===== config.mk =====
export PLATFORM = sky130hd
export DESIGN_NAME = hpr_port
export DESIGN_NICKNAME = d
export VERILOG_FILES = /design/src/include/hpr_pkg.sv /design/src/verilog/hpr_sync.sv /design/src/verilog/hpr_port.sv
export VERILOG_INCLUDE_DIRS = /design/src /design/src/include
export SDC_FILE = /design/constraint.sdc
export NUM_CORES = 2
export LEC_CHECK = 0
export BUFFER_PORTS_ARGS = -buffer_cell sky130_fd_sc_hd__buf_4
export CAP_MARGIN = 20
export CORE_ASPECT_RATIO = 0.5
export CORE_MARGIN = 5
export CORE_UTILIZATION = 63
export DETAILED_ROUTE_END_ITERATION = 10
export GPL_TIMING_DRIVEN = 0
export PLACE_DENSITY = 0.86
export REMOVE_ABC_BUFFERS = 1
export SETUP_SLACK_MARGIN = 0.1
export SYNTH_ARGS = -nofsm -noshare
export SYNTH_HDL_FRONTEND = slang
export SYNTH_SLANG_ARGS = --single-unit
export TNS_END_PERCENT = 10

===== constraint.sdc =====
create_clock -name clk_sys -period 4.3 [get_ports clk_sys]
set_clock_uncertainty 0.05 [all_clocks]
set_input_delay 0.86 -clock clk_sys [delete_from_list [all_inputs] [get_ports clk_sys]]
set_output_delay 0.86 -clock clk_sys [all_outputs]
set_load 0.01 [all_outputs]

===== src/include/hpr_regs.svh =====
/*
 Constants of the host port and reset control block: address map, sizes,
 reset values and timing counts. Assumes a 20 MHz system clock.
*/
// Function
// - Accesses start only while chip select is low; high select is ignored.
// - Strobe and select must both be low to start a read or write.
// - Read/write picks bus direction; device drives data only on reads.
// - Acknowledge is driven low when a transfer completes, otherwise released.
// - Data moves over a sixteen bit two-way data bus.
// - A twelve bit address selects the register or memory word.
// - During reset stream drivers are off and impedance controls high.
// - Reset clears every register and internal counter.
// - Registers and connection memory read/write; data memory is read only.
// - Port control uses select, strobe, read/write and acknowledge only.
`ifndef HPR_REGS_SVH
`define HPR_REGS_SVH

// ==========================================================================
// Bus widths and storage sizes
`define HPR_AW 12
`define HPR_DW 16
`define HPR_NSTREAM 16
`define HPR_NREG 8
`define HPR_NCM 32
`define HPR_NDM 32
`define HPR_REG_IW 3
`define HPR_MEM_IW 5

// ==========================================================================
// Address regions, taken from address bits 11:10
`define HPR_RGN_HI 11
`define HPR_RGN_LO 10
`define HPR_RGN_REG 2'h0
`define HPR_RGN_DM 2'h1

// ==========================================================================
// Reset values
`define HPR_WORD_RST 16'h0000
`define HPR_STREAM_OFF 16'h0000
`define HPR_HIZ_HIGH 16'hffff

// ==========================================================================
// Timing
`define HPR_CLK_NS 50
`define HPR_SETTLE_US 600
`define HPR_SETTLE_CYC ((`HPR_SETTLE_US * 1000) / `HPR_CLK_NS)
`define HPR_CNT_W 14
`define HPR_RESET_US 1000
`define HPR_RESET_CYC ((`HPR_RESET_US * 1000) / `HPR_CLK_NS)

`endif


===== src/include/hpr_pkg.sv =====
/*
 Types of the host port and reset control block.
 Assumes hpr_regs.svh is on the include path.
*/
`include "hpr_regs.svh"

package hpr_pkg;

   typedef enum logic [1:0] {
      ST_IDLE,
      ST_ACCESS,
      ST_ACK
   } hpr_fsm_t;

   // Synchronised view of the host pins
   typedef struct packed {
      logic cs_n;
      logic strobe_n;
      logic rw;
      logic [`HPR_AW-1:0] addr;
      logic [`HPR_DW-1:0] wdata;
   } hpr_bus_t;

   // Whole state of the port
   typedef struct packed {
      hpr_fsm_t fsm;
      logic [`HPR_NREG-1:0][`HPR_DW-1:0] regs;
      logic [`HPR_NCM-1:0][`HPR_DW-1:0] cm;
      logic [`HPR_NDM-1:0][`HPR_DW-1:0] dm;
      logic [`HPR_DW-1:0] rdata;
      logic data_oe;
      logic ack_n;
      logic ack_oe;
      logic [`HPR_NSTREAM-1:0] stream_oe;
      logic [`HPR_NSTREAM-1:0] hiz;
      logic [`HPR_CNT_W-1:0] settle_cnt;
      logic settle_done;
   } hpr_core_t;

endpackage


===== src/verilog/hpr_sync.sv =====
/*
 Two flip-flop synchroniser for a group of pin inputs.
 Assumes the inputs are quasi-static around each strobe edge.
*/
`timescale 1ns/1ps
`default_nettype none

module hpr_sync #(
   parameter int W = 1
) (
   // Clock and reset
   input wire logic clk_sys,
   input wire logic rst_n,
   // Pins in, synchronised out
   input wire logic [W-1:0] d,
   output logic [W-1:0] q
);

   logic [W-1:0] meta_r;

   // ========================================================================
   // First stage feeds only the second
   always_ff @(posedge clk_sys or negedge rst_n) begin
      if (!rst_n) begin
         meta_r <= '1;
         q <= '1;
      end else begin
         meta_r <= d;
         q <= meta_r;
      end
   end

endmodule

`default_nettype wire


===== src/verilog/hpr_port.sv =====
/*
 Asynchronous microprocessor port with register bank, connection memory,
 read-only data memory, and reset control of the stream output pins.
 Assumes host pins are asynchronous and held stable through a transfer.
*/
`timescale 1ns/1ps
`default_nettype none
`include "hpr_regs.svh"

module hpr_port
   import hpr_pkg::*;
#(
   parameter logic [`HPR_CNT_W-1:0] SETTLE_CYC = `HPR_CNT_W'(`HPR_SETTLE_CYC)
) (
   // Clock and reset
   input wire logic clk_sys,
   input wire logic rst_n,
   // Host control pins
   input wire logic chip_select_n,
   input wire logic data_strobe_n,
   input wire logic read_write,
   input wire logic [`HPR_AW-1:0] host_address_bus,
   // Host data bus, split
   input wire logic [`HPR_DW-1:0] host_data_bus_i,
   output logic [`HPR_DW-1:0] host_data_bus_o,
   output logic host_data_bus_oe,
   // Transfer acknowledge, three-state
   output logic transfer_ack_n_o,
   output logic transfer_ack_n_oe,
   // Switch core side
   input wire logic dm_wr_en,
   input wire logic [`HPR_MEM_IW-1:0] dm_wr_idx,
   input wire logic [`HPR_DW-1:0] dm_wr_data,
   input wire logic [`HPR_NSTREAM-1:0] stream_oe_req,
   input wire logic [`HPR_NSTREAM-1:0] hiz_req,
   output logic [`HPR_NREG-1:0][`HPR_DW-1:0] cfg_regs,
   output logic [`HPR_NCM-1:0][`HPR_DW-1:0] conn_mem,
   // Stream pin controls
   output logic [`HPR_NSTREAM-1:0] serial_out_streams_oe,
   output logic [`HPR_NSTREAM-1:0] output_hiz_ctrl,
   output logic settle_done
);

   hpr_bus_t bus_raw;
   hpr_bus_t bus_s;
   hpr_core_t cur_r;
   hpr_core_t cur_nxt;
   logic [1:0] rgn;
   logic sel;

   assign bus_raw = '{cs_n: chip_select_n, strobe_n: data_strobe_n, rw: read_write,
                      addr: host_address_bus, wdata: host_data_bus_i};

   // ========================================================================
   // Pin synchronisers
   hpr_sync #(.W($bits(hpr_bus_t))) u_sync (
      .clk_sys(clk_sys),
      .rst_n(rst_n),
      .d(bus_raw),
      .q(bus_s)
   );

   assign rgn = bus_s.addr[`HPR_RGN_HI:`HPR_RGN_LO];
   assign sel = !bus_s.cs_n && !bus_s.strobe_n;

   // ========================================================================
   // Next state
   always_comb begin
      cur_nxt = cur_r;
      // Core side data memory fill
      if (dm_wr_en) begin
         cur_nxt.dm[dm_wr_idx] = dm_wr_data;
      end
      // Settle counter; host must not access before it ends
      if (!cur_r.settle_done) begin
         if (cur_r.settle_cnt >= SETTLE_CYC - `HPR_CNT_W'(1)) begin
            cur_nxt.settle_done = 1'b1;
         end else begin
            cur_nxt.settle_cnt = cur_r.settle_cnt + `HPR_CNT_W'(1);
         end
      end
      cur_nxt.stream_oe = stream_oe_req;
      cur_nxt.hiz = hiz_req;
      case (cur_r.fsm)
         ST_IDLE: begin
            if (sel) begin
               cur_nxt.fsm = ST_ACCESS;
            end
         end
         ST_ACCESS: begin
            // Read when high, write when low
            if (bus_s.rw) begin
               if (rgn == `HPR_RGN_REG) begin
                  cur_nxt.rdata = cur_r.regs[bus_s.addr[`HPR_REG_IW-1:0]];
               end else if (rgn == `HPR_RGN_DM) begin
                  cur_nxt.rdata = cur_r.dm[bus_s.addr[`HPR_MEM_IW-1:0]];
               end else begin
                  cur_nxt.rdata = cur_r.cm[bus_s.addr[`HPR_MEM_IW-1:0]];
               end
               cur_nxt.data_oe = 1'b1;
            end else begin
               // Data memory writes are acked but dropped
               if (rgn == `HPR_RGN_REG) begin
                  cur_nxt.regs[bus_s.addr[`HPR_REG_IW-1:0]] = bus_s.wdata;
               end else if (rgn != `HPR_RGN_DM) begin
                  cur_nxt.cm[bus_s.addr[`HPR_MEM_IW-1:0]] = bus_s.wdata;
               end
            end
            cur_nxt.ack_n = 1'b0;
            cur_nxt.ack_oe = 1'b1;
            cur_nxt.fsm = ST_ACK;
         end
         ST_ACK: begin
            // Hold until host lets go of strobe or select
            if (!sel) begin
               cur_nxt.ack_n = 1'b1;
               cur_nxt.ack_oe = 1'b0;
               cur_nxt.data_oe = 1'b0;
               cur_nxt.fsm = ST_IDLE;
            end
         end
         default: begin
            cur_nxt.fsm = ST_IDLE;
         end
      endcase
   end

   // ========================================================================
   // State register; reset clears everything but ack_n and hiz, which it sets high
   always_ff @(posedge clk_sys or negedge rst_n) begin
      if (!rst_n) begin
         cur_r <= '0;
         cur_r.fsm <= ST_IDLE;
         cur_r.ack_n <= 1'b1;
         cur_r.stream_oe <= `HPR_STREAM_OFF;
         cur_r.hiz <= `HPR_HIZ_HIGH;
      end else begin
         cur_r <= cur_nxt;
      end
   end

   // ========================================================================
   // Outputs
   assign host_data_bus_o = cur_r.rdata;
   assign host_data_bus_oe = cur_r.data_oe;
   assign transfer_ack_n_o = cur_r.ack_n;
   assign transfer_ack_n_oe = cur_r.ack_oe;
   assign cfg_regs = cur_r.regs;
   assign conn_mem = cur_r.cm;
   assign serial_out_streams_oe = cur_r.stream_oe;
   assign output_hiz_ctrl = cur_r.hiz;
   assign settle_done = cur_r.settle_done;

   // ========================================================================
   // Checks
   property p_cs_ignored;
      @(posedge clk_sys) disable iff (!rst_n)
      (cur_r.fsm == ST_IDLE && bus_s.cs_n) |=> (cur_r.fsm == ST_IDLE && !cur_r.ack_oe);
   endproperty
   a_cs_ignored: assert property (p_cs_ignored)
      else $error("access taken without select");

   property p_strobe_needed;
      @(posedge clk_sys) disable iff (!rst_n)
      (cur_r.fsm == ST_IDLE && !bus_s.cs_n && bus_s.strobe_n) |=> cur_r.fsm == ST_IDLE;
   endproperty
   a_strobe_needed: assert property (p_strobe_needed)
      else $error("access taken without strobe");

   property p_drive_read;
      @(posedge clk_sys) disable iff (!rst_n)
      (cur_r.fsm == ST_ACCESS && !bus_s.rw) |=> !cur_r.data_oe;
   endproperty
   a_drive_read: assert property (p_drive_read)
      else $error("data driven on write");

   property p_ack_timing;
      @(posedge clk_sys) disable iff (!rst_n)
      (cur_r.fsm == ST_IDLE && sel) |=> ##1 (cur_r.ack_oe && !cur_r.ack_n);
   endproperty
   a_ack_timing: assert property (p_ack_timing)
      else $error("ack not given two cycles on");

   property p_reg_read;
      @(posedge clk_sys) disable iff (!rst_n)
      (cur_r.fsm == ST_ACCESS && bus_s.rw && rgn == `HPR_RGN_REG)
      |=> cur_r.rdata == $past(cur_r.regs[bus_s.addr[`HPR_REG_IW-1:0]]);
   endproperty
   a_reg_read: assert property (p_reg_read)
      else $error("wrong register read data");

   property p_cm_write;
      @(posedge clk_sys) disable iff (!rst_n)
      (cur_r.fsm == ST_ACCESS && !bus_s.rw && bus_s.addr[`HPR_RGN_HI])
      |=> cur_r.cm[$past(bus_s.addr[`HPR_MEM_IW-1:0])] == $past(bus_s.wdata);
   endproperty
   a_cm_write: assert property (p_cm_write)
      else $error("connection memory write lost");

   property p_dm_ro;
      @(posedge clk_sys) disable iff (!rst_n)
      (cur_r.fsm == ST_ACCESS && !bus_s.rw && rgn == `HPR_RGN_DM && !dm_wr_en)
      |=> $stable(cur_r.dm);
   endproperty
   a_dm_ro: assert property (p_dm_ro)
      else $error("data memory written from port");

   property p_ack_release;
      @(posedge clk_sys) disable iff (!rst_n)
      (cur_r.fsm == ST_ACK && !sel) |=> (!cur_r.ack_oe && !cur_r.data_oe) ##1 !cur_r.ack_oe;
   endproperty
   a_ack_release: assert property (p_ack_release)
      else $error("ack not released");

   property p_settle;
      @(posedge clk_sys) disable iff (!rst_n)
      cur_r.settle_done |=> cur_r.settle_done && $stable(cur_r.settle_cnt);
   endproperty
   a_settle: assert property (p_settle)
      else $error("settle flag dropped");

endmodule

`default_nettype wire


Yosys cells after proc, flatten, opt, wreduce, memory -nomap -nowiden
Cells that the tools add are included.
{"block": "op_classes", "n_addsub": 1, "order_cmp": 7, "eq_ne": 7, "mux": 25, "bitwise": 4, "reduce_logical": 16}
{"op": "$bwmux 512", "count": 2}
{"op": "$bmux 16 s5", "count": 2}
{"op": "$demux 16 s5", "count": 2}
{"op": "$bwmux 128", "count": 1}
{"op": "$mux 16", "count": 8}
{"op": "$bmux 16 s3", "count": 1}
{"op": "$demux 16 s3", "count": 1}
{"op": "$add 14x1->14 const B", "count": 1}
{"op": "$ge 14x14->1 const B", "count": 1}
{"op": "$lt 5x6->1 const B", "count": 2}
{"op": "$ge 5x1->1 const B", "count": 2}
{"op": "$reduce_and 2->1", "count": 4}
{"op": "$pmux 2 s3", "count": 1}
{"op": "$pmux 3 s2", "count": 1}
{"op": "$reduce_and 3->1", "count": 2}
{"op": "$eq 2x1->1 const B", "count": 2}
{"op": "$logic_and 1x1->1", "count": 4}
{"op": "$logic_not 2->1", "count": 2}
{"op": "$lt 3x4->1 const B", "count": 1}
{"op": "$mux 2", "count": 2}
{"op": "$ne 2x1->1 const B", "count": 2}
{"op": "$ne 2x2->1 const B", "count": 2}
{"op": "$not 1->1", "count": 4}
{"op": "$reduce_and 4->1", "count": 1}
{"op": "6 further kinds", "count": 9}
{"block": "totals", "reg_bits": 1282, "inputBits": 87, "out_inout_bits": 692}

Logic depth before layout (Yosys ltp)
{"block": "depth", "word_depth": 5, "mapped_depth": 11, "ltp_nobuf": 7}

Modules after synthesis
A second synthesis with hierarchy kept.
{"block": "hier_totals", "hier_cells": 4388, "area_unflattened_um2": 61647.9}
{"module": "hpr_port", "n_inst": 1, "cells_each": 4326, "area_per_inst_um2": 60018.8, "seq_area_each_um2": 30550.6}
{"module": "hpr_sync", "n_inst": 1, "cells_each": 62, "area_per_inst_um2": 1629.1, "seq_area_each_um2": 1629.1}

Least setup slack after synthesis
Ideal clock, no wire load.
{"block": "synth_path", "path_kind": "input to register", "start": "in dm_wr_idx[1]", "end": "reg cur_r[519] in the netlist's numbering", "setup_time_ps": 125, "t_arrival_ps": 2449, "t_required_ps": 4125, "slack_ps": 1676, "stages": 6, "n_path_buf": 3, "path_cell_list": "clkbuf_1 or3b_2 clkbuf_1 nor2_2 buf_2 mux2_2"}
{"block": "synth_via", "elab_chain_cells": 5, "word_cells_on_any_way": 6, "classes_between": "order compare: 2; mux: 3; reduce/logical: 1"}
{"element": "start: declaration", "line": "hpr_port.sv:32", "source": "input wire logic [`HPR_MEM_IW-1:0] dm_wr_idx,"}
{"element": "$lt 5x6->1 (not written as such) / $ge 5x1->1 (equally long branches)", "line": "hpr_port.sv:72", "source": "cur_nxt.dm[dm_wr_idx] = dm_wr_data;"}
{"element": "$logic_and 1x1->1 (not written as such)", "line": "hpr_port.sv:72"}
{"element": "$mux 16 (not written as such)", "line": "hpr_port.sv:72"}
{"element": "$demux 16 s5 *", "line": "hpr_port.sv:72"}
{"element": "$bwmux 512 *", "line": "hpr_port.sv:72"}
{"element": "end signal: assignment", "line": "hpr_port.sv:138", "source": "cur_r <= cur_nxt;"}
{"element": "end: declaration", "line": "hpr_port.sv:46", "source": "hpr_core_t cur_r;"}
Mark *: on every way between the ends. The rest lies on a longest branch, timed or not.
A chain may end at the register's enable or synchronous reset.

Final worst setup path
{"block": "layout_path", "start": "reg u_sync.q[17]", "end": "reg cur_r (netlist bit host_data_bus_o[10])"}
{"block": "layout_via", "elab_chain_cells": 4, "word_cells_on_any_way": 8, "classes_between": "mux: 8"}
{"element": "start: declaration", "line": "hpr_sync.sv:16", "source": "output logic [W-1:0] q"}
{"element": "start signal: assignment", "line": "hpr_sync.sv:29", "source": "q <= meta_r;"}
{"element": "$bmux 16 s5, on equally long branches", "line": "hpr_port.sv:98, hpr_port.sv:96"}
{"element": "$mux 16, on equally long branches", "line": "hpr_port.sv:98, hpr_port.sv:96"}
{"element": "$mux 16", "line": "hpr_port.sv:95", "source": "end else if (rgn == `HPR_RGN_DM) begin"}
{"element": "$mux 16 *", "line": "hpr_port.sv:93", "source": "if (rgn == `HPR_RGN_REG) begin"}
Mark *: on every way between the ends. The rest lies on a longest branch, timed or not. The select of a mux whose other input is x is not followed.

==> results.toml <==
[worst_setup_path]
crit_arrival_ns = 4.79
start_kind = "flip-flop"
worstSetupEndpointType = "flip-flop"
slowest_stage = "dfstp_4"
crit_top_cell = "buf_16"
crit_chain = "buf_16 > buf_16 > buf_16 > or4b_4 > o22ai_1 > nor4_1 > nand3_1 > a22oi_1 > o21ai_1"
required_ns = 4.86
crit_fanout = 67
slowest_delay_ns = 0.83
critPathKind = "reg2reg"

[timing]
finalMaxSlewViolations = 0
timing.final.crit_share = 0.983
worst_slew_pin_slew_ns = 1.22
hold_viol = 0
whs_ns = 0.132
period_minus_slack_ns = 4.23
setup_viol = 0
rsz0062_at_grt = "yes"
fin_ws_ns = 0.0711
fmax_ghz = 0.236
timing.slew.headroom = 0.184

[power_and_ir_drop]
combPwrFrac = 0.133
p_sw_frac = 0.261
max-vdd-ir-drop_mv = 0.380
clkPwrFrac = 0.370
p_int_uw = 21200
power_density_nw_per_um2 = 423
p_leak_uw = 0.0332
seqPwrFrac = 0.497
p_sw_uw = 7470

[route]
num_vias = 38000
first_pass_iters = 7
routed_via_density = 6.68
ant_nets = 0
remaining_drc_errors = 0
wirelength_um = 193000
wire_per_inst_um = 33.9
drtIter0Drc = 3967

[clocking]
clock_latency_ns = 0.74
cts.clk_slew.worst_paths_ns = 0.07
clock-sinks = 1272
cts_tree = "yes"
cts_buffers = 111
clock-root-buffer = "clkbuf_16"
cts.path.max_buffers = 3
htreeDepth = 3

[logic_synthesis]
ys.flop_type = "dfrtp_1"
ys_async_sr_fraction = 1.00
synth_area_per_cell_um2 = 14.1
ys_warn_count = 0
synth-seq-cells = 1272
synth_edf_count = 0
ys_types = 67
syn_inst = 4356
ys_seq_area_frac = 0.519
syn_area_um2 = 61500

[placed_design]
dpl_cell_area_um2 = 63600
port_buffers = 773
dp.final_hpwl_um = 133000
routabilityCongestion = 0.913
dp_slack_ns = -0.917

[grt]
antenna_found_initial = 8
grt_max_degree = 192
first_global_vias = 39200
grt_first_pass_wirelength_um = 280000
grt_use_total = 0.367
grt_overflow = 0

[run_status]
outcome = "finished clean"

[die]
dieWidth_um = 452
ios = 779
row_count = 81
core_area_um2 = 97300
die_y_um = 231
die-area_um2 = 104000
start_util = 0.632

[final_layout]
drive_gt1_frac = 0.573
fin_util = 0.695
final_area_um2 = 67600
syn2layout_area_growth_pct = 9.98
final_net_count = 4392

[min_path]
hold_path.class = "in2async"

[flow_run]
drv_cap = 0
worst paths after layout:
path,start,to,slack [ns],cells past startpoint
max,u_sync.q[17]$_DFF_PN1_,host_data_bus_o[10]$_DFFE_PN0P_,0.07,9
min,rst_n,conn_mem[307]$_DFFE_PN0P_,0.13,2
max reg2reg,u_sync.q[17]$_DFF_PN1_,host_data_bus_o[10]$_DFFE_PN0P_,0.07,9
min reg2reg,u_sync.meta_r[11]$_DFF_PN1_,u_sync.q[11]$_DFF_PN1_,0.30,0
max in group asynchronous,rst_n,cur_r[128]$_DFFE_PN0P_,0.85,6
min in group clk_sys,stream_oe_req[1],serial_out_streams_oe[1]$_DFF_PN0_,0.17,1
state kept, by name, indices dropped and copies added, names as in the netlist:
signal	cells
cur_r	528
conn_mem	512
cfg_regs	128
u_sync.meta_r	26
u_sync.q	26
host_data_bus_o	16
output_hiz_ctrl	16
serial_out_streams_oe	16
host_data_bus_oe	1
settle_done	1
transfer_ack_n_o	1
transfer_ack_n_oe	1
cells by family after synthesis:
| kind of cell | synth area share |
|---|---|
| AO/OA/AOI/OAI | 0.0240 |
| XOR/XNOR | 0.00171 |
| adder cells (fa/ha/maj) | 0.000203 |
| buffers and inverters | 0.111 |
| flip-flops | 0.519 |
| multiplexers | 0.316 |
| AND/OR/NAND/NOR | 0.0277 |
final cells by class:
class,count,area (um^2)
fillers,6023,29700
inverters,4,15.0
diodes,8,20.0
clock buffers,160,3260
repair buffers,845,7320
multi-input cells,2070,22900
clock inverters,49,558
flip-flops and latches,1272,31900
well taps,1286,1610
metal layers:
| metal | global-route usage | part of all wire |
|---|---|---|
| met3 | 0.117 | 0.10 |
| met5 | 0 | 0 |
| met2 | 0.565 | 0.46 |
| met4 | 0.214 | 0.074 |
| met1 | 0.460 | 0.36 |
layout by cell type (no fill, tap or decap), types with 40 or more instances in the layout:
cell	synthesis	routed
buf_4	716	774
clkbuf_16	0	112
nand2_1	49	48
o22ai_1	101	101
dfstp_2	69	67
nor2_1	53	40
a22oi_1	72	72
mux4_2	183	183
mux2i_1	226	226
dfrtp_1	1203	1203
mux2_2	1124	1124
worst max-delay path, delay by kind of cell, from the launching register on:
kind	cells	cell delay (ns)
flip-flops	1	0.83
buffers and inverters	3	1.04
AO/OA/AOI/OAI	3	0.53
AND/OR/NAND/NOR	3	1.53
cell usage after synthesis (5+ instances only):
| master | instances | share of area |
|---|---|---|
| o22ai_1 | 101 | 0.010 |
| o21ai_0 | 12 | 0.00098 |
| nand2_2 | 9 | 0.00092 |
| buf_2 | 83 | 0.0068 |
| nor3b_1 | 5 | 0.00061 |
| mux2_1 | 11 | 0.0020 |
| clkbuf_1 | 169 | 0.010 |
| buf_1 | 10 | 0.00061 |
| a21oi_1 | 8 | 0.00065 |
| mux2_4 | 18 | 0.0044 |
| nor4_1 | 18 | 0.0018 |
| a22oi_1 | 72 | 0.0088 |
| buf_6 | 31 | 0.0057 |
| nand3b_1 | 5 | 0.00061 |
| mux4_2 | 183 | 0.067 |
| nor2_1 | 53 | 0.0032 |
| mux2_2 | 1124 | 0.21 |
| o21ai_1 | 5 | 0.00041 |
| dfstp_2 | 69 | 0.029 |
| xor2_1 | 10 | 0.0014 |
| buf_4 | 716 | 0.087 |
| nand4_1 | 20 | 0.0020 |
| nor3_1 | 17 | 0.0014 |
| nand3_1 | 23 | 0.0019 |
| mux2i_1 | 226 | 0.037 |
| nand2_1 | 49 | 0.0030 |
| a221oi_1 | 10 | 0.0014 |
| dfrtp_1 | 1203 | 0.49 |
| nand2_4 | 16 | 0.0029 |
| nor2b_1 | 13 | 0.0013 |
what timing repair did:
item | CTS | global route
pin swaps | 3 | 3
endpoints found under the hold margin | 2 | 0
setup buffers | 3 | 2
endpoints found under the setup margin | 46 | 44
resized for setup | 16 | 3
hold buffers | 1 | 0
through the flow:
stage	std cells	power, uW	setup TNS (ns)
after floorplan	3346	16300	-3657.28
after global placement	5405	17900	-
after detailed placement	5470	18100	-26.10
after CTS	5683	28600	0
after global routing	5691	29500	0
final	5694	28600	0
power groups by stage:
stage          Sequential, uW  Clock, uW  Combinational (uW)
4_1_cts                 14200      10600                3770
2_1_floorplan           14300          0                1960
6_report                14200      10600                3800
5_1_grt                 14300      11200                4030
3_5_place_dp            14400          0                3710
3_3_place_gp            14400          0                3510
Power figures use the tool's default switching activity.
